File: src/sbc_rst_if_unused_note.sv
// intentionally empty compile unit
`timescale 1ns/1ps
`default_nettype none
`default_nettype wire

File: src/sbc_pkg.sv
// constants, field positions and mode encodings of the mode sequencer
package sbc_pkg;

  // operating modes
  typedef enum logic [2:0] {
    SBC_RESET  = 3'b000,
    SBC_NREQ   = 3'b001,
    SBC_NORMAL = 3'b010,
    SBC_STOP   = 3'b011,
    SBC_SLEEP  = 3'b100
  } sbc_mode_e;

  // mode_select_bits command codes
  localparam logic [1:0] SBC_CMD_NORMAL = 2'h0;
  localparam logic [1:0] SBC_CMD_SLEEP  = 2'h1;
  localparam logic [1:0] SBC_CMD_STOP   = 2'h2;

  // clock and times in their own units
  localparam int unsigned SBC_CLK_HZ       = 250_000_000;
  localparam int unsigned SBC_RST_STRETCH_US = 1000;
  localparam int unsigned SBC_NREQ_MS      = 150;
  localparam int unsigned SBC_WD_MS        = 150;
  localparam int unsigned SBC_VDD_LOW_MS   = 150;

  // least time rounds up, longest rounds down (both exact at 250 MHz)
  localparam int unsigned SBC_RST_STRETCH_CYC =
    (SBC_RST_STRETCH_US * (SBC_CLK_HZ / 1000) + 999) / 1000;
  localparam int unsigned SBC_NREQ_CYC    = SBC_NREQ_MS * (SBC_CLK_HZ / 1000);
  localparam int unsigned SBC_WD_CYC      = SBC_WD_MS * (SBC_CLK_HZ / 1000);
  localparam int unsigned SBC_VDD_LOW_CYC =
    SBC_VDD_LOW_MS * (SBC_CLK_HZ / 1000);

  // reset pin glitch filter and readback blanking
  localparam int unsigned SBC_GLITCH_CYC = 16;
  localparam logic [1:0]  SBC_BLANK_CYC  = 2'h3;

  // wake_irq_source_reg layout
  localparam int unsigned SBC_SRC_W        = 12;
  localparam int unsigned SBC_SRC_LX       = 0;
  localparam int unsigned SBC_SRC_LIN_WAKE = 4;
  localparam int unsigned SBC_SRC_TMR_WAKE = 5;
  localparam int unsigned SBC_SRC_FLT      = 6;
  localparam int unsigned SBC_FLT_W        = 6;
  localparam logic [11:0] SBC_SRC_WAKE_MASK = 12'h03f;
  localparam logic [11:0] SBC_SRC_RST       = 12'h000;

  // fault order inside the fault field and irq_mask_reg
  localparam int unsigned SBC_FLT_UV   = 0;
  localparam int unsigned SBC_FLT_OV   = 1;
  localparam int unsigned SBC_FLT_PREW = 2;
  localparam int unsigned SBC_FLT_LIN  = 3;
  localparam int unsigned SBC_FLT_HS   = 4;
  localparam int unsigned SBC_FLT_LS   = 5;

endpackage : sbc_pkg

File: src/sbc_rst_if.sv
// carrier between the reset pin filter and the mode sequencer
`timescale 1ns/1ps
`default_nettype none

interface sbc_rst_if;
  logic drive_blank;
  logic pin_low;
  logic cs_rise;
  modport filt (input drive_blank, output pin_low, output cs_rise);
  modport core (output drive_blank, input pin_low, input cs_rise);
endinterface : sbc_rst_if

`default_nettype wire

File: src/sbc_rst_filter.sv
// synchroniser, glitch filter and edge detect for the reset and cs pins
`timescale 1ns/1ps
`default_nettype none

module sbc_rst_filter
  import sbc_pkg::*;
#(
  parameter int unsigned GLITCH_CYC = SBC_GLITCH_CYC
) (
  input  wire logic clk,
  input  wire logic srst,
  input  wire logic rst_pin_i,
  input  wire logic cs_n,
  sbc_rst_if.filt   rif
);

  logic [1:0]  rst_sync_q;
  logic [1:0]  cs_sync_q;
  logic        cs_prev_q;
  logic [1:0]  blank_q;
  logic [15:0] flt_cnt_q;
  logic        low_q;
  logic        rise_q;

  // two-flop synchronisers, first stage feeds only the second
  always_ff @(posedge clk) begin
    if (srst) begin
      rst_sync_q <= 2'h3;
      cs_sync_q  <= 2'h3;
    end else begin
      rst_sync_q <= {rst_sync_q[0], rst_pin_i};
      cs_sync_q  <= {cs_sync_q[0], cs_n};
    end
  end

  // own drive shows on readback a few cycles late, so blank after release
  always_ff @(posedge clk) begin
    if (srst) begin
      blank_q <= SBC_BLANK_CYC;
    end else if (rif.drive_blank) begin
      blank_q <= SBC_BLANK_CYC;
    end else if (blank_q != 2'h0) begin
      blank_q <= blank_q - 2'h1;
    end
  end

  // low must persist GLITCH_CYC cycles; release is seen at once
  always_ff @(posedge clk) begin
    if (srst) begin
      flt_cnt_q <= 16'h0000;
      low_q     <= 1'b0;
    end else if (rst_sync_q[1] || rif.drive_blank || blank_q != 2'h0) begin
      flt_cnt_q <= 16'h0000;
      low_q     <= 1'b0;
    end else if (flt_cnt_q >= 16'(GLITCH_CYC - 1)) begin
      low_q     <= 1'b1;
    end else begin
      flt_cnt_q <= flt_cnt_q + 16'h0001;
    end
  end

  // cs low-to-high edge, one-cycle pulse
  always_ff @(posedge clk) begin
    if (srst) begin
      cs_prev_q <= 1'b1;
      rise_q    <= 1'b0;
    end else begin
      cs_prev_q <= cs_sync_q[1];
      rise_q    <= cs_sync_q[1] & ~cs_prev_q;
    end
  end

  assign rif.pin_low = low_q;
  assign rif.cs_rise = rise_q;

endmodule : sbc_rst_filter

`default_nettype wire

File: src/sbc_mode_ctrl.sv
// operating mode, wake, reset and interrupt sequencer of the basis chip
`timescale 1ns/1ps
`default_nettype none

module sbc_mode_ctrl
  import sbc_pkg::*;
#(
  parameter int unsigned RST_STRETCH_CYC = SBC_RST_STRETCH_CYC,
  parameter int unsigned NREQ_CYC        = SBC_NREQ_CYC,
  parameter int unsigned WD_CYC          = SBC_WD_CYC,
  parameter int unsigned VDD_LOW_CYC     = SBC_VDD_LOW_CYC,
  parameter int unsigned GLITCH_CYC      = SBC_GLITCH_CYC
) (
  input  wire logic                 clk,
  input  wire logic                 srst,
  input  wire logic                 mode_cmd_valid,
  input  wire logic [1:0]           mode_select_bits,
  input  wire logic                 timing_control_wr,
  input  wire logic                 isr_read,
  input  wire logic [SBC_FLT_W-1:0] irq_mask_reg,
  input  wire logic [3:0]           wake_control_reg,
  input  wire logic [3:0]           amux_input_sel,
  input  wire logic                 watchdog_config_pin,
  input  wire logic [3:0]           wake_inputs,
  input  wire logic                 lin_wake,
  input  wire logic                 timer_wake,
  input  wire logic                 cs_n,
  input  wire logic                 rst_pin_i,
  input  wire logic                 regulator_reset_level,
  input  wire logic                 regulator_overtemp,
  input  wire logic                 regulator_prewarn,
  input  wire logic                 supply_undervolt_level,
  input  wire logic                 supply_overvolt_level,
  input  wire logic                 lin_overtemp,
  input  wire logic                 lin_txd_stuck,
  input  wire logic                 lin_rxd_short,
  input  wire logic                 lin_txd_recessive,
  input  wire logic                 high_side_overtemp,
  input  wire logic                 low_side_overtemp,
  output sbc_mode_e                 mode_q,
  output logic                      rst_pin_o,
  output logic                      rst_pin_oe,
  output logic                      irq_n_q,
  output logic [SBC_SRC_W-1:0]      wake_irq_source_reg,
  output logic [3:0]                wake_status_reg,
  output logic                      regulator_overtemp_flag,
  output logic                      regulator_on_q,
  output logic                      regulator_limited_q,
  output logic                      supply_monitor_q,
  output logic                      lin_tx_en_q,
  output logic                      lin_rx_only_q,
  output logic                      lowpower_wake_only_q
);

  sbc_rst_if rif ();

  logic [31:0]          tmr_q;
  logic [31:0]          vdl_q;
  logic                 ext_q;
  logic                 wd_off_q;
  logic                 tim_seen_q;
  logic [3:0]           lx_ref_q;
  logic [3:0]           lx_arm_q;
  logic                 drive_q;
  logic [SBC_FLT_W-1:0] flt_prev_q;
  logic                 lin_dis_q;
  logic [SBC_SRC_W-1:0] src_q;
  logic                 ot_flag_q;

  logic                 ext_low;
  logic                 cmd_norm;
  logic                 cmd_sleep;
  logic                 cmd_stop;
  logic                 lin_fault;
  logic [3:0]           lx_wake;
  logic                 src_wake;
  logic                 wd_fail;
  logic [SBC_FLT_W-1:0] flt_now;
  logic [SBC_SRC_W-1:0] src_set;
  logic                 irq_evt;

  // true in the two low-power modes
  function automatic logic in_lowpower(input sbc_mode_e m);
    in_lowpower = (m == SBC_STOP) || (m == SBC_SLEEP);
  endfunction : in_lowpower

  // true where the device may pull the irq line low
  function automatic logic irq_mode(input sbc_mode_e m);
    irq_mode = (m == SBC_NORMAL) || (m == SBC_NREQ) || (m == SBC_STOP);
  endfunction : irq_mode

  sbc_rst_filter #(
    .GLITCH_CYC (GLITCH_CYC)
  ) u_filter (
    .clk        (clk),
    .srst       (srst),
    .rst_pin_i  (rst_pin_i),
    .cs_n       (cs_n),
    .rif        (rif.filt)
  );

  //////////////////////////////////////////////////////////////////////////
  // decode of commands, wake causes and faults

  assign ext_low   = rif.pin_low;
  assign cmd_norm  = mode_cmd_valid && (mode_select_bits == SBC_CMD_NORMAL);
  assign cmd_sleep = mode_cmd_valid && (mode_select_bits == SBC_CMD_SLEEP);
  assign cmd_stop  = mode_cmd_valid && (mode_select_bits == SBC_CMD_STOP);
  assign lin_fault = lin_overtemp | lin_txd_stuck | lin_rxd_short;

  // input wake: change against entry snapshot, enable and mux at entry
  assign lx_wake  = (wake_inputs ^ lx_ref_q) & lx_arm_q;
  assign src_wake = (|lx_wake) | lin_wake | timer_wake;

  // early service while window closed, or no service before overflow
  assign wd_fail = !wd_off_q &&
                   ((tmr_q >= 32'(WD_CYC - 1)) ||
                    (cmd_norm && (tmr_q < 32'(WD_CYC / 2))));

  assign flt_now = {low_side_overtemp, high_side_overtemp, lin_fault,
                    regulator_prewarn, supply_overvolt_level,
                    supply_undervolt_level};

  // sources that set a bit this cycle; cs and reset pin have none
  always_comb begin
    src_set = SBC_SRC_RST;
    if (in_lowpower(mode_q)) begin
      src_set[SBC_SRC_LX +: 4]     = lx_wake;
      src_set[SBC_SRC_LIN_WAKE]    = lin_wake;
      src_set[SBC_SRC_TMR_WAKE]    = timer_wake;
    end else if (mode_q == SBC_NORMAL || mode_q == SBC_NREQ) begin
      src_set[SBC_SRC_FLT +: SBC_FLT_W] = flt_now & ~flt_prev_q;
    end
  end

  // stop wakes interrupt; normal modes interrupt on unmasked faults
  always_comb begin
    irq_evt = 1'b0;
    if (mode_q == SBC_STOP) begin
      irq_evt = |(src_set & SBC_SRC_WAKE_MASK);
    end else if (mode_q == SBC_NORMAL || mode_q == SBC_NREQ) begin
      irq_evt = |(src_set[SBC_SRC_FLT +: SBC_FLT_W] & ~irq_mask_reg);
    end
  end

  //////////////////////////////////////////////////////////////////////////
  // mode sequencer; tmr_q is stretch, request timeout or watchdog

  always_ff @(posedge clk) begin
    if (srst) begin
      mode_q <= SBC_RESET;
      tmr_q  <= 32'h0000_0000;
      ext_q  <= 1'b0;
    end else begin
      case (mode_q)
        SBC_RESET: begin
          if (ext_low) begin
            ext_q <= 1'b1;
            tmr_q <= 32'h0000_0000;
          end else if (regulator_reset_level && !supply_undervolt_level) begin
            mode_q <= SBC_SLEEP;
          end else if (regulator_reset_level || regulator_overtemp) begin
            tmr_q <= 32'h0000_0000;
          end else if (ext_q || tmr_q >= 32'(RST_STRETCH_CYC - 1)) begin
            mode_q <= watchdog_config_pin ? SBC_NORMAL : SBC_NREQ;
            tmr_q  <= 32'h0000_0000;
            ext_q  <= 1'b0;
          end else begin
            tmr_q <= tmr_q + 32'h0000_0001;
          end
        end
        SBC_NREQ: begin
          tmr_q <= tmr_q + 32'h0000_0001;
          if (ext_low) begin
            mode_q <= SBC_RESET;
            ext_q  <= 1'b1;
          end else if (regulator_reset_level) begin
            mode_q <= SBC_RESET;
            tmr_q  <= 32'h0000_0000;
          end else if (cmd_norm && tim_seen_q) begin
            mode_q <= SBC_NORMAL;
            tmr_q  <= 32'h0000_0000;
          end else if (tmr_q >= 32'(NREQ_CYC - 1)) begin
            mode_q <= SBC_RESET;
            tmr_q  <= 32'h0000_0000;
          end
        end
        SBC_NORMAL: begin
          tmr_q <= wd_off_q ? 32'h0000_0000 : tmr_q + 32'h0000_0001;
          if (ext_low) begin
            mode_q <= SBC_RESET;
            ext_q  <= 1'b1;
          end else if (regulator_reset_level && supply_undervolt_level) begin
            mode_q <= SBC_RESET;
            tmr_q  <= 32'h0000_0000;
          end else if (regulator_reset_level) begin
            if (vdl_q >= 32'(VDD_LOW_CYC - 1)) begin
              mode_q <= SBC_SLEEP;
            end
          end else if (vdl_q != 32'h0000_0000 || wd_fail) begin
            mode_q <= SBC_RESET;
            tmr_q  <= 32'h0000_0000;
          end else if (cmd_sleep) begin
            mode_q <= SBC_SLEEP;
          end else if (cmd_stop) begin
            mode_q <= SBC_STOP;
          end else if (cmd_norm) begin
            tmr_q <= 32'h0000_0000;
          end
        end
        SBC_STOP: begin
          tmr_q <= 32'h0000_0000;
          if (ext_low) begin
            mode_q <= SBC_RESET;
            ext_q  <= 1'b1;
          end else if (regulator_reset_level) begin
            mode_q <= SBC_RESET;
          end else if (src_wake || rif.cs_rise) begin
            mode_q <= SBC_NREQ;
          end
        end
        SBC_SLEEP: begin
          tmr_q <= 32'h0000_0000;
          if (src_wake) begin
            mode_q <= SBC_RESET;
          end
        end
        default: begin
          mode_q <= SBC_RESET;
          tmr_q  <= 32'h0000_0000;
          ext_q  <= 1'b0;
        end
      endcase
    end
  end

  // regulator-low time in normal mode
  always_ff @(posedge clk) begin
    if (srst || mode_q != SBC_NORMAL || !regulator_reset_level) begin
      vdl_q <= 32'h0000_0000;
    end else if (vdl_q != 32'hffff_ffff) begin
      vdl_q <= vdl_q + 32'h0000_0001;
    end
  end

  // strap and timing-write capture; strap only read while in reset
  always_ff @(posedge clk) begin
    if (srst) begin
      wd_off_q   <= 1'b0;
      tim_seen_q <= 1'b0;
    end else begin
      if (mode_q == SBC_RESET) begin
        wd_off_q <= watchdog_config_pin;
      end
      tim_seen_q <= (mode_q == SBC_NREQ) && (tim_seen_q || timing_control_wr);
    end
  end

  // wake input snapshot and arming, taken in the last cycle before low power
  always_ff @(posedge clk) begin
    if (srst) begin
      lx_ref_q <= 4'h0;
      lx_arm_q <= 4'h0;
    end else if (!in_lowpower(mode_q)) begin
      lx_ref_q <= wake_inputs;
      lx_arm_q <= wake_control_reg & ~amux_input_sel;
    end
  end

  //////////////////////////////////////////////////////////////////////////
  // reset pin drive; not started while the outside holds it low, but an outside low is blanked and unseen once driving

  always_ff @(posedge clk) begin
    if (srst) begin
      drive_q <= 1'b1;
    end else begin
      drive_q <= ((mode_q == SBC_RESET) && !ext_q && !ext_low) ||
                 (regulator_reset_level && !ext_low);
    end
  end

  assign rif.drive_blank = drive_q;
  assign rst_pin_o       = 1'b0;
  assign rst_pin_oe      = drive_q;

  //////////////////////////////////////////////////////////////////////////
  // source register and interrupt line; a set beats a read clear, at the line only with no wake bit pending

  always_ff @(posedge clk) begin
    if (srst) begin
      src_q      <= SBC_SRC_RST;
      flt_prev_q <= '0;
      irq_n_q    <= 1'b1;
    end else begin
      flt_prev_q <= flt_now;
      src_q      <= (isr_read ? SBC_SRC_RST : src_q) | src_set;
      if (!irq_mode(mode_q) || drive_q || ext_low) begin
        irq_n_q <= 1'b1;
      end else if (irq_evt && !(|(src_q & SBC_SRC_WAKE_MASK))) begin
        irq_n_q <= 1'b0;
      end else if (isr_read) begin
        irq_n_q <= 1'b1;
      end
    end
  end

  // regulator overtemperature flag, cleared by a read once gone
  always_ff @(posedge clk) begin
    if (srst) begin
      ot_flag_q <= 1'b0;
    end else if (regulator_overtemp) begin
      ot_flag_q <= 1'b1;
    end else if (isr_read) begin
      ot_flag_q <= 1'b0;
    end
  end

  // lin driver lockout until fault gone and txd back recessive
  always_ff @(posedge clk) begin
    if (srst) begin
      lin_dis_q <= 1'b0;
    end else if (lin_fault) begin
      lin_dis_q <= 1'b1;
    end else if (lin_txd_recessive) begin
      lin_dis_q <= 1'b0;
    end
  end

  //////////////////////////////////////////////////////////////////////////
  // mode-dependent controls to the analog and lin blocks

  always_ff @(posedge clk) begin
    if (srst) begin
      regulator_on_q       <= 1'b1;
      regulator_limited_q  <= 1'b0;
      supply_monitor_q     <= 1'b1;
      lin_tx_en_q          <= 1'b0;
      lin_rx_only_q        <= 1'b0;
      lowpower_wake_only_q <= 1'b0;
      wake_status_reg      <= 4'h0;
    end else begin
      regulator_on_q <= (mode_q != SBC_SLEEP) && !regulator_overtemp;
      regulator_limited_q  <= (mode_q == SBC_STOP);
      supply_monitor_q     <= !in_lowpower(mode_q);
      lin_tx_en_q <= (mode_q == SBC_NORMAL) && !lin_dis_q && !lin_fault;
      lin_rx_only_q <= (mode_q == SBC_NREQ) || (mode_q == SBC_STOP);
      lowpower_wake_only_q <= in_lowpower(mode_q);
      wake_status_reg      <= wake_inputs;
    end
  end

  assign wake_irq_source_reg     = src_q;
  assign regulator_overtemp_flag = ot_flag_q;

endmodule : sbc_mode_ctrl

`default_nettype wire

File: config.mk
export PLATFORM = sky130hd
export DESIGN_NAME = sbc_mode_ctrl
export DESIGN_NICKNAME = d
export VERILOG_FILES = /design/src/sbc_rst_if_unused_note.sv /design/src/sbc_pkg.sv /design/src/sbc_rst_if.sv /design/src/sbc_rst_filter.sv /design/src/sbc_mode_ctrl.sv
export SDC_FILE = /design/constraint.sdc
export NUM_CORES = 1
export LEC_CHECK = 0
export ABC_AREA = 0
export BUFFER_PORTS_ARGS = -buffer_cell sky130_fd_sc_hd__buf_2
export CAP_MARGIN = 40
export CORE_MARGIN = 2
export CORE_UTILIZATION = 30
export CTS_BUF_LIST = sky130_fd_sc_hd__clkbuf_4 sky130_fd_sc_hd__clkbuf_8
export CTS_CLUSTER_SIZE = 8
export DETAILED_ROUTE_END_ITERATION = 12
export GPL_ROUTABILITY_DRIVEN = 0
export GPL_TIMING_DRIVEN = 1
export HOLD_SLACK_MARGIN = 0.12
export SLEW_MARGIN = 20
export SYNTH_ARGS = -nofsm -noshare
export SYNTH_HDL_FRONTEND = slang
export SYNTH_SLANG_ARGS = --single-unit
File: constraint.sdc
create_clock -name clk -period 5.96 [get_ports clk]
set_input_delay 1.192 -clock clk [delete_from_list [all_inputs] [get_ports clk]]
set_output_delay 1.192 -clock clk [all_outputs]
set_load 0.01 [all_outputs]
Yosys cells after proc, flatten, opt, wreduce, memory -nomap -nowiden
Cells that the tools add are included.

Flip-flop bits (word level): 135. Input bits: 41. Output and inout bits: 29. Word-level logic and storage cells: 191.

Add/sub/neg operators: 4. Magnitude comparators: 5. Equality and inequality tests: 21. Mux-type cells: 56. Bitwise gates (word level): 16. Reductions and logical operators: 61.

Operator list (count): $mux 32 (16); $pmux 32 s3 (1); $add 32x1->32 const B (2); $ge 32x26->1 const B (2); $mux 3 (19); $ge 32x18->1 const B (1); $lt 32x25->1 const B (1); $ne 32x32->1 const B (1); $reduce_bool 32->1 (1); $mux 6 (3); $reduce_or 6->1 (3); $logic_or 1x1->1 (17); $add 16x1->16 const B (1); $ge 16x4->1 const B (1); $logic_and 1x1->1 (16); $pmux 3 s5 (1); $mux 1 (13); $and 6x6->6 (2); $mux 12 (1); $ne 3x2->1 const B (4); $not 6->6 (2); $or 12x12->12 (1); $logic_not 1->1 (11); $ne 5x4->1 const B (2); other kinds (27) (41).

Longest topological paths before layout
Depth after elaboration: 11. Depth in mapped cells: 10. Gate-level depth less buffers: 9.

Cells and area by module
From an unflattened synthesis, not the netlist that was laid out.

Cells, all modules: 749. Area, all modules: 6465.0 µm².

Modules (own cells, without submodules): sbc_mode_ctrl (times used 1, cells an instance 675, area an instance 5626.6 µm², sequential area each 2202.1 µm²); sbc_rst_filter (times used 1, cells an instance 74, area an instance 838.3 µm², sequential area each 500.5 µm²).

Worst setup path before layout
No wires, ideal clock.

Kind: input-to-reg. From: input regulator_reset_level. To: register tmr_q[30]. Library setup time: 0.093 ns. Data arrival time: 2.808 ns. Data required time: 5.867 ns. Setup slack: 3.059 ns. Cell stages on the path: 7. Path buffers: 2. Path through: clkbuf_1 > nand2b_1 > or3_1 > nor2_1 > clkbuf_1 > nand2_1 > o311ai_2.

Word-level cells in the longest chain between the ends: 5. Elaborated cells on any way between the ends: 13. Those cells by class: eq/ne: 1; mux: 9; reduce/logical: 3.

Ends and longest elaborated chain: from (decl) (line sbc_mode_ctrl.sv:29) `input wire logic regulator_reset_level,`; $logic_or 1x1->1 (line sbc_mode_ctrl.sv:162) `end else if (regulator_reset_level || regulator_overtemp) begin`; $mux 32 (line sbc_mode_ctrl.sv:162); $mux 32 (line sbc_mode_ctrl.sv:160) `end else if (regulator_reset_level && !supply_undervolt_level) begin`; $mux 32 (line sbc_mode_ctrl.sv:157) `if (ext_low) begin`; $pmux 32 s3 (line sbc_mode_ctrl.sv:155) `case (mode_q)`; to (signal assigned) (line sbc_mode_ctrl.sv:169) `tmr_q <= tmr_q + 32'h0000_0001;`; to (signal assigned) (line sbc_mode_ctrl.sv:173) `tmr_q <= tmr_q + 32'h0000_0001;`; to (signal assigned) (line sbc_mode_ctrl.sv:189) `tmr_q <= wd_off_q ? 32'h0000_0000 : tmr_q + 32'h0000_0001;`; to (decl) (line sbc_mode_ctrl.sv:57) `logic [31:0] tmr_q;`.

Several ways; a longest one is shown, not always the timed one. The select of a mux whose other input is x is not followed. A chain may end at the register's enable or synchronous reset.

Final worst setup path
From: register mode_q[1]. To: register tmr_q[16].

Word-level cells in the longest chain between the ends: 2. Elaborated cells on any way between the ends: 5. Those cells by class: eq/ne: 3; mux: 1; reduce/logical: 1.

Ends and longest elaborated chain: from (decl) (line sbc_mode_ctrl.sv:40) `output sbc_mode_e mode_q,`; from (signal assigned) (line sbc_mode_ctrl.sv:165) `mode_q <= watchdog_config_pin ? SBC_NORMAL : SBC_NREQ;`; $eq 3x2->1 (tied with other cells) (line sbc_mode_ctrl.sv:155); $pmux 32 s3 / $ne 3x2->1 (equally long branches).

Several ways; a longest one is shown, not always the timed one.

==> summary.log <==
INFO  status         result_of_the_run=finished, final reports clean
INFO  placement      pre_cts_slack=2160ps
INFO  cts            post_cts_resize_count=0
INFO  timing         worst_slew_pin_slew=798ps
INFO  cts            cts-htree-levels=4
INFO  floorplan      die_height=151microns
INFO  yosys          synth.cell_area=6450squm
INFO  final_layout   layout-drive-gt1-share=15.7%
INFO  cts            ctsLongestPathBuffers=2
INFO  worst_setup_path worst-endpoint-required=6360ps
INFO  timing         report.final.setup_viol=0
INFO  global_routing globalRoute.totalOverflow=0
INFO  global_routing grt_start_max_net_pins=56
INFO  worst_setup_path setup.worst_path.start_class=flop
INFO  yosys          synth.most_common_cell=dfxtp_1
INFO  final_layout   reg.largest.list=tmr_q x32, vdl_q x32, u_filter.flt_cnt_q x16
INFO  route          detailroute.via_count=5608
INFO  yosys          synth-edff-count=0
INFO  cts            clk-insertion-delay-late=460ps
INFO  final_layout   final.fill_count=2217
INFO  route          first_iter_violations=277
INFO  pwr            power_density=287nW/um^2
INFO  worst_setup_path critPathCaptureType=flop
INFO  route          drt-wirelength-per-cell=14.1microns
INFO  route          remaining_drc_errors=0
INFO  timing         timing.final.crit_period=3170ps
INFO  timing         fin_skew=13.6ps
INFO  timing         maxSlewViolCount=0
INFO  yosys          synth_simple_gate_area_share=31.8%
INFO  cts            cts_made_buffers=17
INFO  global_routing globalRouteTotalUtil=14.2%
INFO  placement      post_dp_cell_area=7010squm
INFO  yosys          yosys.area.top_type=dfxtp_1
INFO  cts            clock_tree.root_cell=clkbuf_8
INFO  final_layout   fin_area=7390squm
INFO  yosys          synth.avg_cell_area=8.33squm
INFO  worst_setup_path timing.critical_path.buf_inv=1
INFO  final_layout   num-nets-final=873
INFO  yosys          synth_adder_area_share=0.970%
INFO  pwr            leakage=2.78nW
INFO  worst_setup_path critical_path_class=reg -> reg
INFO  yosys          xor_xnor_share_of_the_synthesized_area=5.16%
INFO  worst_setup_path critical_path.slowest_cell=dfxtp_1
INFO  timing         relSlewSlack=46.8%
INFO  pwr            max-vdd-ir-drop=0.106mV
INFO  yosys          synth_top_cells_by_area=dfxtp_1 (42%), nor2_1 (4.9%), nand2_1 (4.8%)
INFO  floorplan      floorplan.core_area=21100squm
INFO  floorplan      die_w=151microns
INFO  final_layout   n_antenna_cell=0
INFO  route          routed_wirelength=15800microns
INFO  route          antenna_violating_nets_post_route=0
INFO  final_layout   sequential_cell_area=2700squm
INFO  cts            tritoncts=built
INFO  cts            post-cts-setup-buffer-count=0
INFO  route          avgViaCountPerCell=5.03
INFO  worst_setup_path critical-path-max-stage-delay=690ps
INFO  yosys          synthDistinctLibCells=72
INFO  timing         final_min_period_over_clock_period=53.2%
INFO  yosys          seq_area_frac_synth=41.9%
INFO  placement      buffer_ports.inserted=68
INFO  worst_setup_path critPathTopFamily=simple AND/OR/NAND/NOR gates
INFO  floorplan      rows=53
INFO  yosys          area_share_of_the_leading_cell_type_in_the_synthesized_netlist=41.9%
INFO  cts            numClockSinks=135
INFO  timing         clock.fmax=0.315GHz
INFO  worst_setup_path worst-endpoint-arrival=3570ps
INFO  yosys          synthesis.yosys.warnings=0
INFO  floorplan      top_level_i_o_count=70
INFO  yosys          postSynthRegisterBits=135
INFO  global_routing global_route_wire_length_before_repair=25700microns
INFO  final_layout   multiInputGateArea=3480squm
INFO  global_routing grt_antenna_before_repair=0
INFO  final_layout   area_delta_synth_final=14.6%
INFO  timing         finalWorstSetupSlack=2790ps
INFO  yosys          syn_nets=820
INFO  yosys          synth_top_family_by_area=simple AND/OR/NAND/NOR gates
INFO  yosys          number_of_standard_cells_after_synthesis=774
INFO  yosys          synth_commonest_cells=dfxtp_1 (135), nor2_1 (85), nand2_1 (83), nand3_1 (46)
INFO  worst_setup_path cells_traversed_along_the_worst_timing_path=nor3b_1, nand4_1, nor4_1, o2111ai_2, a21oi_2, buf_4, and3_1, a221o_1
INFO  yosys          synth-main-ff-cell=dfxtp_1
INFO  worst_setup_path critical_path.max_fanout=15
INFO  global_routing first_global_vias=5166
INFO  timing         fin_setup_tns=0ps
INFO  run            drv.max_cap_violation_count=0
INFO  floorplan      dieArea=22700squm
INFO  cts            clk_pin_slew_worst_paths=80ps
INFO  timing         rsz0062_at_grt=false
INFO  route          drt_pass1_iterations=5
INFO  worst_hold_path timing.hold.worst.class=reg -> reg
INFO  placement      dp.final_hpwl=11100microns
INFO  timing         hold_violations=0
INFO  yosys          synthesized_area_fraction_occupied_by_ao_oa_aoi_and_oai_cells=15.1%
INFO  yosys          asr_flop_ratio_synth=0%
INFO  yosys          synth_mux_area_share=0.795%
INFO  floorplan      floorplan.initialDensity=30.6%
INFO  cts            post_cts_hold_buffer_count=0
==> final timing paths <==
check / to / from / cells past startpoint / slack [ps]
worst max-delay path: tmr_q[16] / mode_q[1] / 8 / 2790
worst min-delay path: u_filter.rif.cs_rise / u_filter.cs_prev_q / 1 / 390
worst max register to register: tmr_q[16] / mode_q[1] / 8 / 2790
worst min register to register: u_filter.rif.cs_rise / u_filter.cs_prev_q / 1 / 390
==> metal layers <==
layer  GRT usage (%)  vias up  routed length, microns  part of all wire, %
li1                -     2904                       -                    -
met3            3.45       21                     602                  3.8
met4            5.28        0                     252                  1.6
met5               0        -                       0                    0
met1            18.7     2580                    7760                   49
met2            22.7      103                    7150                   45
==> layout by cell type (no fill, tap or decap), types with 17 or more instances in the layout <==
cell type / Yosys / layout
nand4_1: 18 / 18
nor3_1: 21 / 21
inv_1: 21 / 21
buf_2: 11 / 68
dfxtp_1: 135 / 135
a21oi_1: 29 / 29
o21ai_0: 29 / 29
nand3_1: 46 / 46
and2_1: 17 / 17
clkbuf_8: 0 / 18
nor2_1: 85 / 85
xor2_1: 26 / 26
nand2_1: 83 / 83
==> cell type report <==
| type | instances | area share, % |
|---|---|---|
| Tap cell | 275 | 4.65 |
| Timing Repair Buffer | 77 | 5.67 |
| Sequential cell | 135 | 36.6 |
| Multi-Input combinational cell | 575 | 47.1 |
| Clock buffer | 19 | 3.45 |
| Clock inverter | 13 | 1.52 |
| Inverter | 21 | 1.07 |
==> kinds of logic after synthesis <==
kind of cell / count (synthesis)
AOI/OAI and AO/OA: 138
xor gates and xnor gates: 38
adders and majority gates: 5
buffers and inverters: 64
DFF: 135
muxes: 5
other: 1
and+or+nand+nor: 388
==> power breakdown <==
group          leakage [nW]  internal [mW]  total [mW]  switching, mW
Clock                 0.180          0.315       0.706          0.391
Sequential             1.10          0.949        1.01         0.0627
Combinational          1.51          0.158       0.401          0.243
==> stage by stage <==
stage / hold WS, ps / cells / total power [mW] / util (%)
after CTS: 395 / 1114 / 2.14 / 35.0
after global routing: 406 / 1115 / 2.25 / 35.1
after floorplan: 372 / 774 / 1.29 / -
after detailed placement: 380 / 1082 / 1.43 / 33.2
after global placement: 387 / 1081 / 1.42 / 33.2
final: 394 / 1115 / 2.12 / 35.1
No activity file was read; power rests on OpenSTA's default activity.
